==> config.mk <==
export PLATFORM = sky130hd
export DESIGN_NAME = tsc_t1_tx_sig_slot
export DESIGN_NICKNAME = d
export VERILOG_FILES = /design/src/tsc_pkg.sv /design/src/tsc_fifo.sv /design/src/tsc_t1_tx_sig_slot.sv
export VERILOG_INCLUDE_DIRS = /design/src
export SDC_FILE = /design/constraint.sdc
export NUM_CORES = 2
export LEC_CHECK = 0
export BUFFER_PORTS_ARGS = -buffer_cell sky130_fd_sc_hd__buf_2
export CAP_MARGIN = 15
export CELL_PAD_IN_SITES_DETAIL_PLACEMENT = 2
export CELL_PAD_IN_SITES_GLOBAL_PLACEMENT = 2
export CORE_MARGIN = 2
export CORE_UTILIZATION = 50
export CTS_BUF_LIST = sky130_fd_sc_hd__clkbuf_16
export DETAILED_ROUTE_END_ITERATION = 8
export GPL_TIMING_DRIVEN = 1
export PLACE_DENSITY_LB_ADDON = 0.25
export SETUP_SLACK_MARGIN = 0.15
export SKIP_LAST_GASP = 1
export SYNTH_ARGS = -nofsm -noshare
export SYNTH_HDL_FRONTEND = slang
export SYNTH_SLANG_ARGS = --single-unit
==> constraint.sdc <==
create_clock -name clk -period 6.6 [get_ports clk]
set_input_delay 0.33 -clock clk [delete_from_list [all_inputs] [get_ports clk]]
set_output_delay 0.33 -clock clk [all_outputs]
set_load 0.02 [all_outputs]
==> src/tsc_map.svh <==
// register offsets, field positions, reset values and line constants
`ifndef TSC_MAP_SVH
`define TSC_MAP_SVH
// ----------------------------------------
// pages and word addresses
// ----------------------------------------
`define TSC_PAGE_MSG        4'h1
`define TSC_PAGE_SIG_LO     4'h5
`define TSC_PAGE_SIG_HI     4'h6
`define TSC_PAGE_CTL_LO     4'h7
`define TSC_PAGE_CTL_HI     4'h8
`define TSC_ADDR_MSG        5'h18
`define TSC_ADDR_BASE_BIT   4
`define TSC_HI_PAGE_SLOTS   8
`define TSC_HI_PAGE_FIRST   5'h10
// ----------------------------------------
// reset values
// ----------------------------------------
`define TSC_RST_SIG         4'h0
`define TSC_RST_CTL         8'h00
`define TSC_RST_MSG         8'h00
`define TSC_RST_PRBS        15'h7FFF
// ----------------------------------------
// signaling frames and bit positions
// ----------------------------------------
`define TSC_FRM_SNAP        5'h01
`define TSC_FRM_A           5'h06
`define TSC_FRM_B           5'h0C
`define TSC_FRM_C           5'h12
`define TSC_FRM_D           5'h18
`define TSC_BIT_A           3
`define TSC_BIT_B           2
`define TSC_BIT_C           1
`define TSC_BIT_D           0
`define TSC_ROB_BIT         0
`define TSC_LAST_SLOT       5'h17
// ----------------------------------------
// digital milliwatt sequence
// ----------------------------------------
`define TSC_MW_SEQ          64'h1E0B0B1E9E8B8B9E
`endif

==> src/tsc_pkg.sv <==
// shared types of the transmit signaling and slot control block
package tsc_pkg;
  typedef struct packed {
    logic message_insert_enable;
    logic invert;
    logic remote_slot_loopback;
    logic local_slot_loopback;
    logic transmit_test_enable;
    logic receive_test_enable;
    logic serial_signaling_select;
    logic clear_channel;
  } tsc_slot_ctl_t;

  typedef struct packed {
    logic [4:0] slot;
    logic [7:0] data;
  } tsc_tx_word_t;
endpackage : tsc_pkg

==> src/tsc_fifo.sv <==
// synchronous fifo with registered output stage
module tsc_fifo #(
  parameter int WIDTH = 13,
  parameter int DEPTH = 8
) (
  input  wire logic                       clk,
  input  wire logic                       srst,
  input  wire logic                       in_valid,
  output logic                            in_ready,
  input  wire logic [WIDTH-1:0]           in_data,
  output logic                            out_valid,
  output logic [WIDTH-1:0]                out_data,
  input  wire logic                       out_ready,
  output logic [$clog2(DEPTH+1)-1:0]      level
);
  localparam int AW = $clog2(DEPTH);
  localparam int CW = $clog2(DEPTH+1);

  if (DEPTH < 4 || (1 << AW) != DEPTH) begin : g_chk
    $error("fifo depth must be a power of two, at least 4");
  end

  logic [WIDTH-1:0] mem [DEPTH];
  logic [AW-1:0]    wr_ptr;
  logic [AW-1:0]    rd_ptr;
  logic [CW-1:0]    count;
  logic             push;
  logic             load;

  assign in_ready = (count != CW'(DEPTH));
  assign push     = in_valid & in_ready;
  assign load     = (count != '0) & (~out_valid | out_ready);
  assign level    = count;

  always_ff @(posedge clk) begin
    if (push) begin
      mem[wr_ptr] <= in_data;
    end
  end

  always_ff @(posedge clk) begin
    if (srst) begin
      wr_ptr <= '0;
      rd_ptr <= '0;
      count  <= '0;
    end else begin
      if (push) begin
        wr_ptr <= wr_ptr + AW'(1);
      end
      if (load) begin
        rd_ptr <= rd_ptr + AW'(1);
      end
      count <= count + CW'(push) - CW'(load);
    end
  end

  always_ff @(posedge clk) begin
    if (srst) begin
      out_valid <= 1'b0;
      out_data  <= '0;
    end else if (load) begin
      out_valid <= 1'b1;
      out_data  <= mem[rd_ptr];
    end else if (out_ready) begin
      out_valid <= 1'b0;
    end
  end
endmodule : tsc_fifo

==> src/tsc_t1_tx_sig_slot.sv <==
// T1 transmit robbed-bit signaling and per time slot control
//
// Function
// - signaling words channels 1-16 page five, 17-24 page six
// - select high: host word; low: serial control stream
// - A bit sent in frame 6, bit 8
// - B bit sent in frame 12, bit 8
// - C, D in frames 18, 24 ESF only
// - 24 control-stream slots, one nibble each
// - upper nibble when select is one, else lower
// - slot control words slots 1-16, then 17-24
// - bit 7 sends message register instead of data
// - bit 6 inverts transmit input and receive output
// - bit 5 loops received slot into transmit slot
// - bit 4 loops transmit slot into receive output
// - bit 3 sends milliwatt or PRBS test signal
// - bit 2 tests output slot: milliwatt or detector
// - bit 0 suppresses robbed-bit signaling
`include "tsc_map.svh"

module tsc_t1_tx_sig_slot #(
  parameter int NUM_SLOTS  = 24,
  parameter int FIFO_DEPTH = 8
) (
  input  wire logic        clk,
  input  wire logic        srst,
  // host microprocessor port
  input  wire logic        cpu_cs,
  input  wire logic        cpu_wr,
  input  wire logic        cpu_rd,
  input  wire logic [3:0]  cpu_page,
  input  wire logic [4:0]  cpu_addr,
  input  wire logic [7:0]  cpu_wdata,
  output logic [7:0]       cpu_rdata,
  output logic             cpu_rvalid,
  // global controls from the framer
  input  wire logic        esf_mode,
  input  wire logic        upper_nibble_select,
  input  wire logic        milliwatt_pattern_select,
  // transmit slot stream from the system side
  input  wire logic        tx_slot_valid,
  output logic             tx_slot_ready,
  input  wire logic [4:0]  tx_slot_idx,
  input  wire logic [4:0]  tx_frame_idx,
  input  wire logic [7:0]  serial_data_input,
  input  wire logic [7:0]  serial_control_input,
  // toward the line
  output logic             line_tx_valid,
  input  wire logic        line_tx_ready,
  output logic [4:0]       line_tx_slot,
  output logic [7:0]       line_tx_data,
  // received slot stream from the line
  input  wire logic        rx_slot_valid,
  input  wire logic [4:0]  rx_slot_idx,
  input  wire logic [7:0]  line_rx_data,
  // toward the system side
  output logic             serial_out_valid,
  output logic [7:0]       serial_data_output,
  output logic [7:0]       prbs_err_count
);
  localparam int CW = $clog2(FIFO_DEPTH+1);

  if (NUM_SLOTS != 24) begin : g_chk
    $error("T1 carries exactly 24 slots");
  end

  // ----------------------------------------
  // register storage
  // ----------------------------------------
  logic [3:0]  sig_word [NUM_SLOTS];
  logic [7:0]  slot_ctl [NUM_SLOTS];
  logic [7:0]  tx_msg;
  logic [3:0]  sig_snap [NUM_SLOTS];
  logic [7:0]  rx_store [NUM_SLOTS];
  logic [7:0]  tx_store [NUM_SLOTS];

  // ----------------------------------------
  // host address decode
  // ----------------------------------------
  logic [4:0]  cpu_idx;
  logic        cpu_in_range;
  logic        hit_sig;
  logic        hit_ctl;
  logic        hit_msg;

  always_comb begin
    cpu_idx      = {1'b0, cpu_addr[3:0]};
    cpu_in_range = cpu_addr[`TSC_ADDR_BASE_BIT];
    if (cpu_page == `TSC_PAGE_SIG_HI || cpu_page == `TSC_PAGE_CTL_HI) begin
      // upper page holds only eight words, the rest is unmapped
      cpu_idx      = `TSC_HI_PAGE_FIRST + {2'b00, cpu_addr[2:0]};
      cpu_in_range = cpu_addr[`TSC_ADDR_BASE_BIT] & (cpu_addr[3:0] < 4'(`TSC_HI_PAGE_SLOTS));
    end
  end

  assign hit_sig = cpu_in_range & (cpu_page == `TSC_PAGE_SIG_LO || cpu_page == `TSC_PAGE_SIG_HI);
  assign hit_ctl = cpu_in_range & (cpu_page == `TSC_PAGE_CTL_LO || cpu_page == `TSC_PAGE_CTL_HI);
  assign hit_msg = (cpu_page == `TSC_PAGE_MSG) & (cpu_addr == `TSC_ADDR_MSG);

  always_ff @(posedge clk) begin
    if (srst) begin
      for (int i = 0; i < NUM_SLOTS; i++) begin
        sig_word[i] <= `TSC_RST_SIG;
        slot_ctl[i] <= `TSC_RST_CTL;
      end
      tx_msg <= `TSC_RST_MSG;
    end else if (cpu_cs && cpu_wr) begin
      if (hit_sig) begin
        sig_word[cpu_idx] <= cpu_wdata[3:0];
      end
      if (hit_ctl) begin
        slot_ctl[cpu_idx] <= cpu_wdata;
      end
      if (hit_msg) begin
        tx_msg <= cpu_wdata;
      end
    end
  end

  // unused upper bits of signaling words and unmapped words read zero
  always_ff @(posedge clk) begin
    if (srst) begin
      cpu_rdata  <= 8'h00;
      cpu_rvalid <= 1'b0;
    end else begin
      cpu_rvalid <= cpu_cs & cpu_rd;
      if (cpu_cs && cpu_rd) begin
        if (hit_sig) begin
          cpu_rdata <= {4'h0, sig_word[cpu_idx]};
        end else if (hit_ctl) begin
          cpu_rdata <= slot_ctl[cpu_idx];
        end else if (hit_msg) begin
          cpu_rdata <= tx_msg;
        end else begin
          cpu_rdata <= 8'h00;
        end
      end
    end
  end

  // ----------------------------------------
  // test pattern helpers
  // ----------------------------------------
  function automatic logic [22:0] prbs_gen8(input logic [14:0] s);
    logic [7:0]  b;
    logic [14:0] st;
    logic        fb;
    b  = 8'h00;
    st = s;
    for (int i = 7; i >= 0; i--) begin
      fb   = st[14] ^ st[13];
      b[i] = fb;
      st   = {st[13:0], fb};
    end
    return {b, st};
  endfunction : prbs_gen8

  function automatic logic [15:0] prbs_chk8(input logic [14:0] s, input logic [7:0] r);
    logic [14:0] st;
    logic        bad;
    st  = s;
    bad = 1'b0;
    for (int i = 7; i >= 0; i--) begin
      bad = bad | (r[i] != (st[14] ^ st[13]));
      st  = {st[13:0], r[i]};
    end
    return {bad, st};
  endfunction : prbs_chk8

  logic [63:0] mw_seq;
  logic [2:0]  mw_ptr;
  logic [7:0]  mw_byte;
  logic [14:0] prbs_tx;
  logic [14:0] prbs_rx;
  logic [22:0] gen_out;
  logic [15:0] chk_out;

  assign mw_seq  = `TSC_MW_SEQ;
  assign mw_byte = mw_seq[8*(7-mw_ptr) +: 8];
  assign gen_out = prbs_gen8(prbs_tx);
  assign chk_out = prbs_chk8(prbs_rx, line_rx_data);

  // ----------------------------------------
  // transmit slot datapath
  // ----------------------------------------
  tsc_pkg::tsc_slot_ctl_t tctl;
  tsc_pkg::tsc_tx_word_t  tx_word;
  logic        fifo_in_ready;
  logic [CW-1:0] fifo_level;
  logic        tx_take;
  logic [3:0]  ser_nibble;
  logic [3:0]  sig_sel;
  logic [7:0]  tx_byte;
  logic        rob_frame;
  logic        rob_bit;

  assign tctl       = tsc_pkg::tsc_slot_ctl_t'(slot_ctl[tx_slot_idx]);
  assign tx_take    = tx_slot_valid & tx_slot_ready & fifo_in_ready;
  assign ser_nibble = upper_nibble_select ? serial_control_input[7:4]
                                          : serial_control_input[3:0];
  assign sig_sel    = tctl.serial_signaling_select ? sig_word[tx_slot_idx] : ser_nibble;

  always_comb begin
    rob_frame = 1'b0;
    rob_bit   = 1'b0;
    case (tx_frame_idx)
      `TSC_FRM_A: begin
        rob_frame = 1'b1;
        rob_bit   = sig_snap[tx_slot_idx][`TSC_BIT_A];
      end
      `TSC_FRM_B: begin
        rob_frame = 1'b1;
        rob_bit   = sig_snap[tx_slot_idx][`TSC_BIT_B];
      end
      `TSC_FRM_C: begin
        rob_frame = esf_mode;
        rob_bit   = sig_snap[tx_slot_idx][`TSC_BIT_C];
      end
      `TSC_FRM_D: begin
        rob_frame = esf_mode;
        rob_bit   = sig_snap[tx_slot_idx][`TSC_BIT_D];
      end
      default: begin
        rob_frame = 1'b0;
        rob_bit   = 1'b0;
      end
    endcase
  end

  // test beats message beats loopback; inversion only touches system data
  always_comb begin
    if (tctl.transmit_test_enable) begin
      tx_byte = milliwatt_pattern_select ? mw_byte : gen_out[22:15];
    end else if (tctl.message_insert_enable) begin
      tx_byte = tx_msg;
    end else if (tctl.remote_slot_loopback) begin
      tx_byte = rx_store[tx_slot_idx];
    end else if (tctl.invert) begin
      tx_byte = ~serial_data_input;
    end else begin
      tx_byte = serial_data_input;
    end
    if (rob_frame && !tctl.clear_channel) begin
      tx_byte[`TSC_ROB_BIT] = rob_bit;
    end
  end

  assign tx_word.slot = tx_slot_idx;
  assign tx_word.data = tx_byte;

  // snapshot at the first frame keeps one superframe consistent
  always_ff @(posedge clk) begin
    if (srst) begin
      for (int i = 0; i < NUM_SLOTS; i++) begin
        sig_snap[i] <= `TSC_RST_SIG;
      end
    end else if (tx_take && tx_frame_idx == `TSC_FRM_SNAP) begin
      sig_snap[tx_slot_idx] <= sig_sel;
    end
  end

  always_ff @(posedge clk) begin
    if (srst) begin
      for (int i = 0; i < NUM_SLOTS; i++) begin
        tx_store[i] <= 8'h00;
      end
    end else if (tx_take) begin
      tx_store[tx_slot_idx] <= tx_byte;
    end
  end

  always_ff @(posedge clk) begin
    if (srst) begin
      mw_ptr  <= 3'h0;
      prbs_tx <= `TSC_RST_PRBS;
    end else if (tx_take) begin
      if (tx_slot_idx == `TSC_LAST_SLOT) begin
        mw_ptr <= mw_ptr + 3'h1;
      end
      // shared generator: several test slots draw successive bytes
      if (tctl.transmit_test_enable && !milliwatt_pattern_select) begin
        prbs_tx <= gen_out[14:0];
      end
    end
  end

  // two free words cover the one-cycle lag of the registered ready
  always_ff @(posedge clk) begin
    if (srst) begin
      tx_slot_ready <= 1'b0;
    end else begin
      tx_slot_ready <= (fifo_level <= CW'(FIFO_DEPTH - 2));
    end
  end

  tsc_fifo #(
    .WIDTH ($bits(tsc_pkg::tsc_tx_word_t)),
    .DEPTH (FIFO_DEPTH)
  ) u_fifo (
    .clk       (clk),
    .srst      (srst),
    .in_valid  (tx_take),
    .in_ready  (fifo_in_ready),
    .in_data   (tx_word),
    .out_valid (line_tx_valid),
    .out_data  ({line_tx_slot, line_tx_data}),
    .out_ready (line_tx_ready),
    .level     (fifo_level)
  );

  // ----------------------------------------
  // receive slot datapath
  // ----------------------------------------
  tsc_pkg::tsc_slot_ctl_t rctl;

  assign rctl = tsc_pkg::tsc_slot_ctl_t'(slot_ctl[rx_slot_idx]);

  always_ff @(posedge clk) begin
    if (srst) begin
      for (int i = 0; i < NUM_SLOTS; i++) begin
        rx_store[i] <= 8'h00;
      end
    end else if (rx_slot_valid) begin
      rx_store[rx_slot_idx] <= line_rx_data;
    end
  end

  always_ff @(posedge clk) begin
    if (srst) begin
      serial_out_valid   <= 1'b0;
      serial_data_output <= 8'h00;
    end else begin
      serial_out_valid <= rx_slot_valid;
      if (rx_slot_valid) begin
        if (rctl.receive_test_enable && milliwatt_pattern_select) begin
          serial_data_output <= mw_byte;
        end else if (rctl.local_slot_loopback) begin
          serial_data_output <= tx_store[rx_slot_idx];
        end else if (rctl.invert) begin
          serial_data_output <= ~line_rx_data;
        end else begin
          serial_data_output <= line_rx_data;
        end
      end
    end
  end

  // self-synchronising detector, counts errored bytes, saturates
  always_ff @(posedge clk) begin
    if (srst) begin
      prbs_rx        <= `TSC_RST_PRBS;
      prbs_err_count <= 8'h00;
    end else if (rx_slot_valid && rctl.receive_test_enable && !milliwatt_pattern_select) begin
      prbs_rx <= chk_out[14:0];
      if (chk_out[15] && prbs_err_count != 8'hFF) begin
        prbs_err_count <= prbs_err_count + 8'h01;
      end
    end
  end
endmodule : tsc_t1_tx_sig_slot

==> summary.txt <==
Run status
  – Status: completed

Critical path
  – Worst R2R Setup Slack: 1.88 ns
  – Worst setup SP type: input port
  – CP arrival: 5.42 ns
  – Crit end category: flop
  – CP Data Required Time: 7.01 ns
  – FF-to-FF Start: slot_ctl[6][7]$_SDFFCE_PN0P_
  – Reg2reg end: tx_store[27][7]$_DFFE_PP_
  – CP Class: in2reg
  – R2R depth: 7
  – Maximum fanout along the worst path: 52

Die
  – Core ar.: 112,000 um^2
  – Die Ht: 340 um
  – Die area: 116,000 um^2
  – Ports: 108
  – Initial core utilization: 0.504
  – Row count: 123
  – Horiz. Die Dim: 340 um

Finish
  – Most common cell after layout, fill and taps aside: edfxtp_1
  – Multi-input gate area: 19,900 um^2
  – Post-Layout Inst Area: 63,200 um^2
  – Reg area: 35,700 um^2
  – Final Net Count: 4,168
  – Layout cell share with drive strength beyond 1: 0.189
  – Fillers: 9,916
  – Core Util, Final: 0.563
  – Most frequent cells in the layout: edfxtp_1, and2_1, nor2_1
  – Area Overhead vs Synth: 11.7%

STA
  – RSZ-0062 raised after global routing: false
  – Fin crit period: 5.01 ns
  – Final Max Slew Viols: 0
  – Final setup vio count: 0
  – Highest clock rate: 0.200 GHz
  – Final Hold Viols: 0
  – Fin crit share: 0.758
  – Setup ws final: 1.59 ns
  – Slew HR: 0.0978
  – Setup TNS: 0 ns
  – Worst slew pin tran: 1.35 ns
  – Worst hold margin: 0.0202 ns
  – Setup Skew: 0.0481 ns

Yosys
  – EDFF count, synth: 1,128
  – Mean Syn Cell Area: 14.4 um^2
  – FFs w/ async S/R, synth: 0
  – Distinct cells, synth: 86
  – Yosys Warn Count: 0
  – FF+latch count, synth: 1,220
  – Post-synthesis sequential area ratio: 0.631
  – Ys flop type: edfxtp_1
  – Cells after synthesis: 3,931
  – Synth Cell Area: 56,600 um^2

Run
  – Maxcap violations: 0

Worst hold path
  – Hold WC Path Type: in2reg
  – Hold path cells: 4
  – Min-delay src: cpu_rd
  – Hold Path Sink: cpu_rdata[3]$_SDFFE_PP0P_

Routing
  – Final wirelength: 234,000 um
  – Drt pass-1 iters: 5
  – Residual DRC: 0
  – First-iteration detailed-routing DRC count: 5,442
  – Wire per inst: 41.0 um
  – Routed Antenna Nets: 0
  – Vias per std cell: 6.95
  – Via count: 39,700

CTS
  – Setup repair bufs after CTS: 0
  – H-tree depth: 4
  – Sink Count: 1,220
  – Num CTS Buffers: 138
  – Maximum buffer depth of the clock tree: 3
  – Root buffer cell: clkbuf_16
  – Clk_lat worst skew: 0.82 ns
  – CTS tree: built
  – Clk slew on worst S/H paths: 0.06 ns

Place
  – GPL Wtd Cong: 0.905
  – Pre-CTS WS: 1.35 ns
  – Number of I/O port buffers: 107
  – DPL Wire Length: 146,000 um
  – Post-DP Area: 58,900 um^2

Power
  – P_sw: 0.00561 W
  – Sequential power share: 0.474
  – Sw Ratio: 0.289
  – Combinational power share: 0.133
  – Clock power frac: 0.394
  – Internal: 0.0138 W
  – Worst vdd rail ir drop: 0.213 mV
  – Leakage: 22.7 nW
  – P per Cell Area: 307 nW/um^2

Global route
  – GRT Util Overall: 0.404
  – First-pass GRT wire length: 332,000 um
  – Initial antenna violation count: 16
  – Vias in the first global route: 42,200
  – Layer with the highest usage: met2
  – GR Util met3: 0.0992
  – Total gr overflow: 0
  – Met1 Use GR: 0.494
  – Met2 usage: 0.663
  – Largest net degree at the start of global routing: 113
[power by group through the flow]
stage | Sequential (W) | Combinational [W] | Clock [W]
global placement | 0.00924 | 0.00224 | 0
finish | 0.00919 | 0.00257 | 0.00763
floorplan | 0.00920 | 0.00146 | 0
CTS | 0.00918 | 0.00249 | 0.00763
global route | 0.00920 | 0.00264 | 0.00788
detailed placement | 0.00931 | 0.00240 | 0
[Yosys cell counts, types with 48 or more instances]
| cell | number | area, um^2 |
|---|---|---|
| nand3_1 | 48 | 240 |
| mux2i_1 | 317 | 3170 |
| o22ai_1 | 135 | 845 |
| nand2b_1 | 56 | 350 |
| or2_2 | 77 | 482 |
| clkbuf_1 | 150 | 563 |
| edfxtp_1 | 1128 | 33900 |
| nor3_1 | 60 | 300 |
| nand2_1 | 101 | 379 |
| dfxtp_1 | 92 | 1840 |
| buf_2 | 73 | 365 |
| nor2_1 | 411 | 1540 |
| mux4_2 | 224 | 5040 |
| and2_1 | 486 | 3040 |
[worst max path at each step]
stage,slack [ns],cells after the start,endpoint,start
floorplan,3.44,11,tx_store[24][0]$_DFFE_PP_,tx_slot_idx[1]
global placement,1.77,8,u_fifo.mem[2][7]$_DFFE_PP_,tx_slot_idx[0]
detailed placement,1.35,8,tx_store[25][7]$_DFFE_PP_,tx_slot_idx[0]
CTS,1.98,8,u_fifo.mem[7][0]$_DFFE_PP_,tx_slot_idx[0]
global route,1.71,8,tx_store[26][7]$_DFFE_PP_,tx_slot_idx[0]
finish,1.59,8,tx_store[27][7]$_DFFE_PP_,tx_slot_idx[0]
[metal layers]
metal	vias up	wire length, um
met1	20900	83500
met2	2823	113000
met3	806	22700
met4	14	14600
met5	-	98
li1	15200	-
[logic make-up (layout without fill, tap and decap cells)]
group	after synthesis	count (layout)	share of synthesized area
fa+ha+maj	12	12	0.00279
xor+xnor	44	44	0.00681
compound gates	379	379	0.0492
other cells	1	102	0.0000663
simple gates	1404	1404	0.134
flops	1220	1220	0.631
mux	566	566	0.150
buf+inv	305	480	0.0257
[metrics by stage]
stage / std cells / power (W)
2_1_floorplan: 4026 / 0.0107
3_3_place_gp: 5438 / 0.0115
3_5_place_dp: 5438 / 0.0117
4_1_cts: 5692 / 0.0193
5_1_grt: 5703 / 0.0197
6_report: 5707 / 0.0194
[flip-flops by register name, summed over array words and instances (netlist names), 4 cells and up]
| name | flops |
|---|---|
| sig_word | 128 |
| sig_snap | 128 |
| cpu_rdata | 8 |
| tx_msg | 8 |
| u_fifo.mem | 104 |
| slot_ctl | 256 |
| tx_store | 256 |
| serial_data_output | 8 |
| u_fifo.out_data | 13 |
| prbs_tx | 15 |
| prbs_err_count | 8 |
| prbs_rx | 15 |
| rx_store | 256 |
| u_fifo.level | 4 |
[final cells by class]
class,instances,share of cell area
antenna,6,0.000237
sequential,1220,0.565
timing repair buffer,207,0.0217
multi-input combinational,2501,0.315
tap,1500,0.0297
clock buffer,140,0.0554
inverter,21,0.00125
clock inverter,112,0.0115
[critical path, stage by stage]
cell and delay, ns:
buf_6 0.55, or4_1 1.01, o22ai_1 0.43, nor4_2 0.94
a21boi_0 0.31, a31o_2 0.32, a211oi_4 0.84, inv_1 0.58
[repair_timing]
| item | CTS | global route |
|---|---|---|
| hold buffers | 2 | 1 |
| endpoints found under the hold margin | 3 | 8 |
| resized for setup | 0 | 0 |
(Power assumes the default switching activity.)
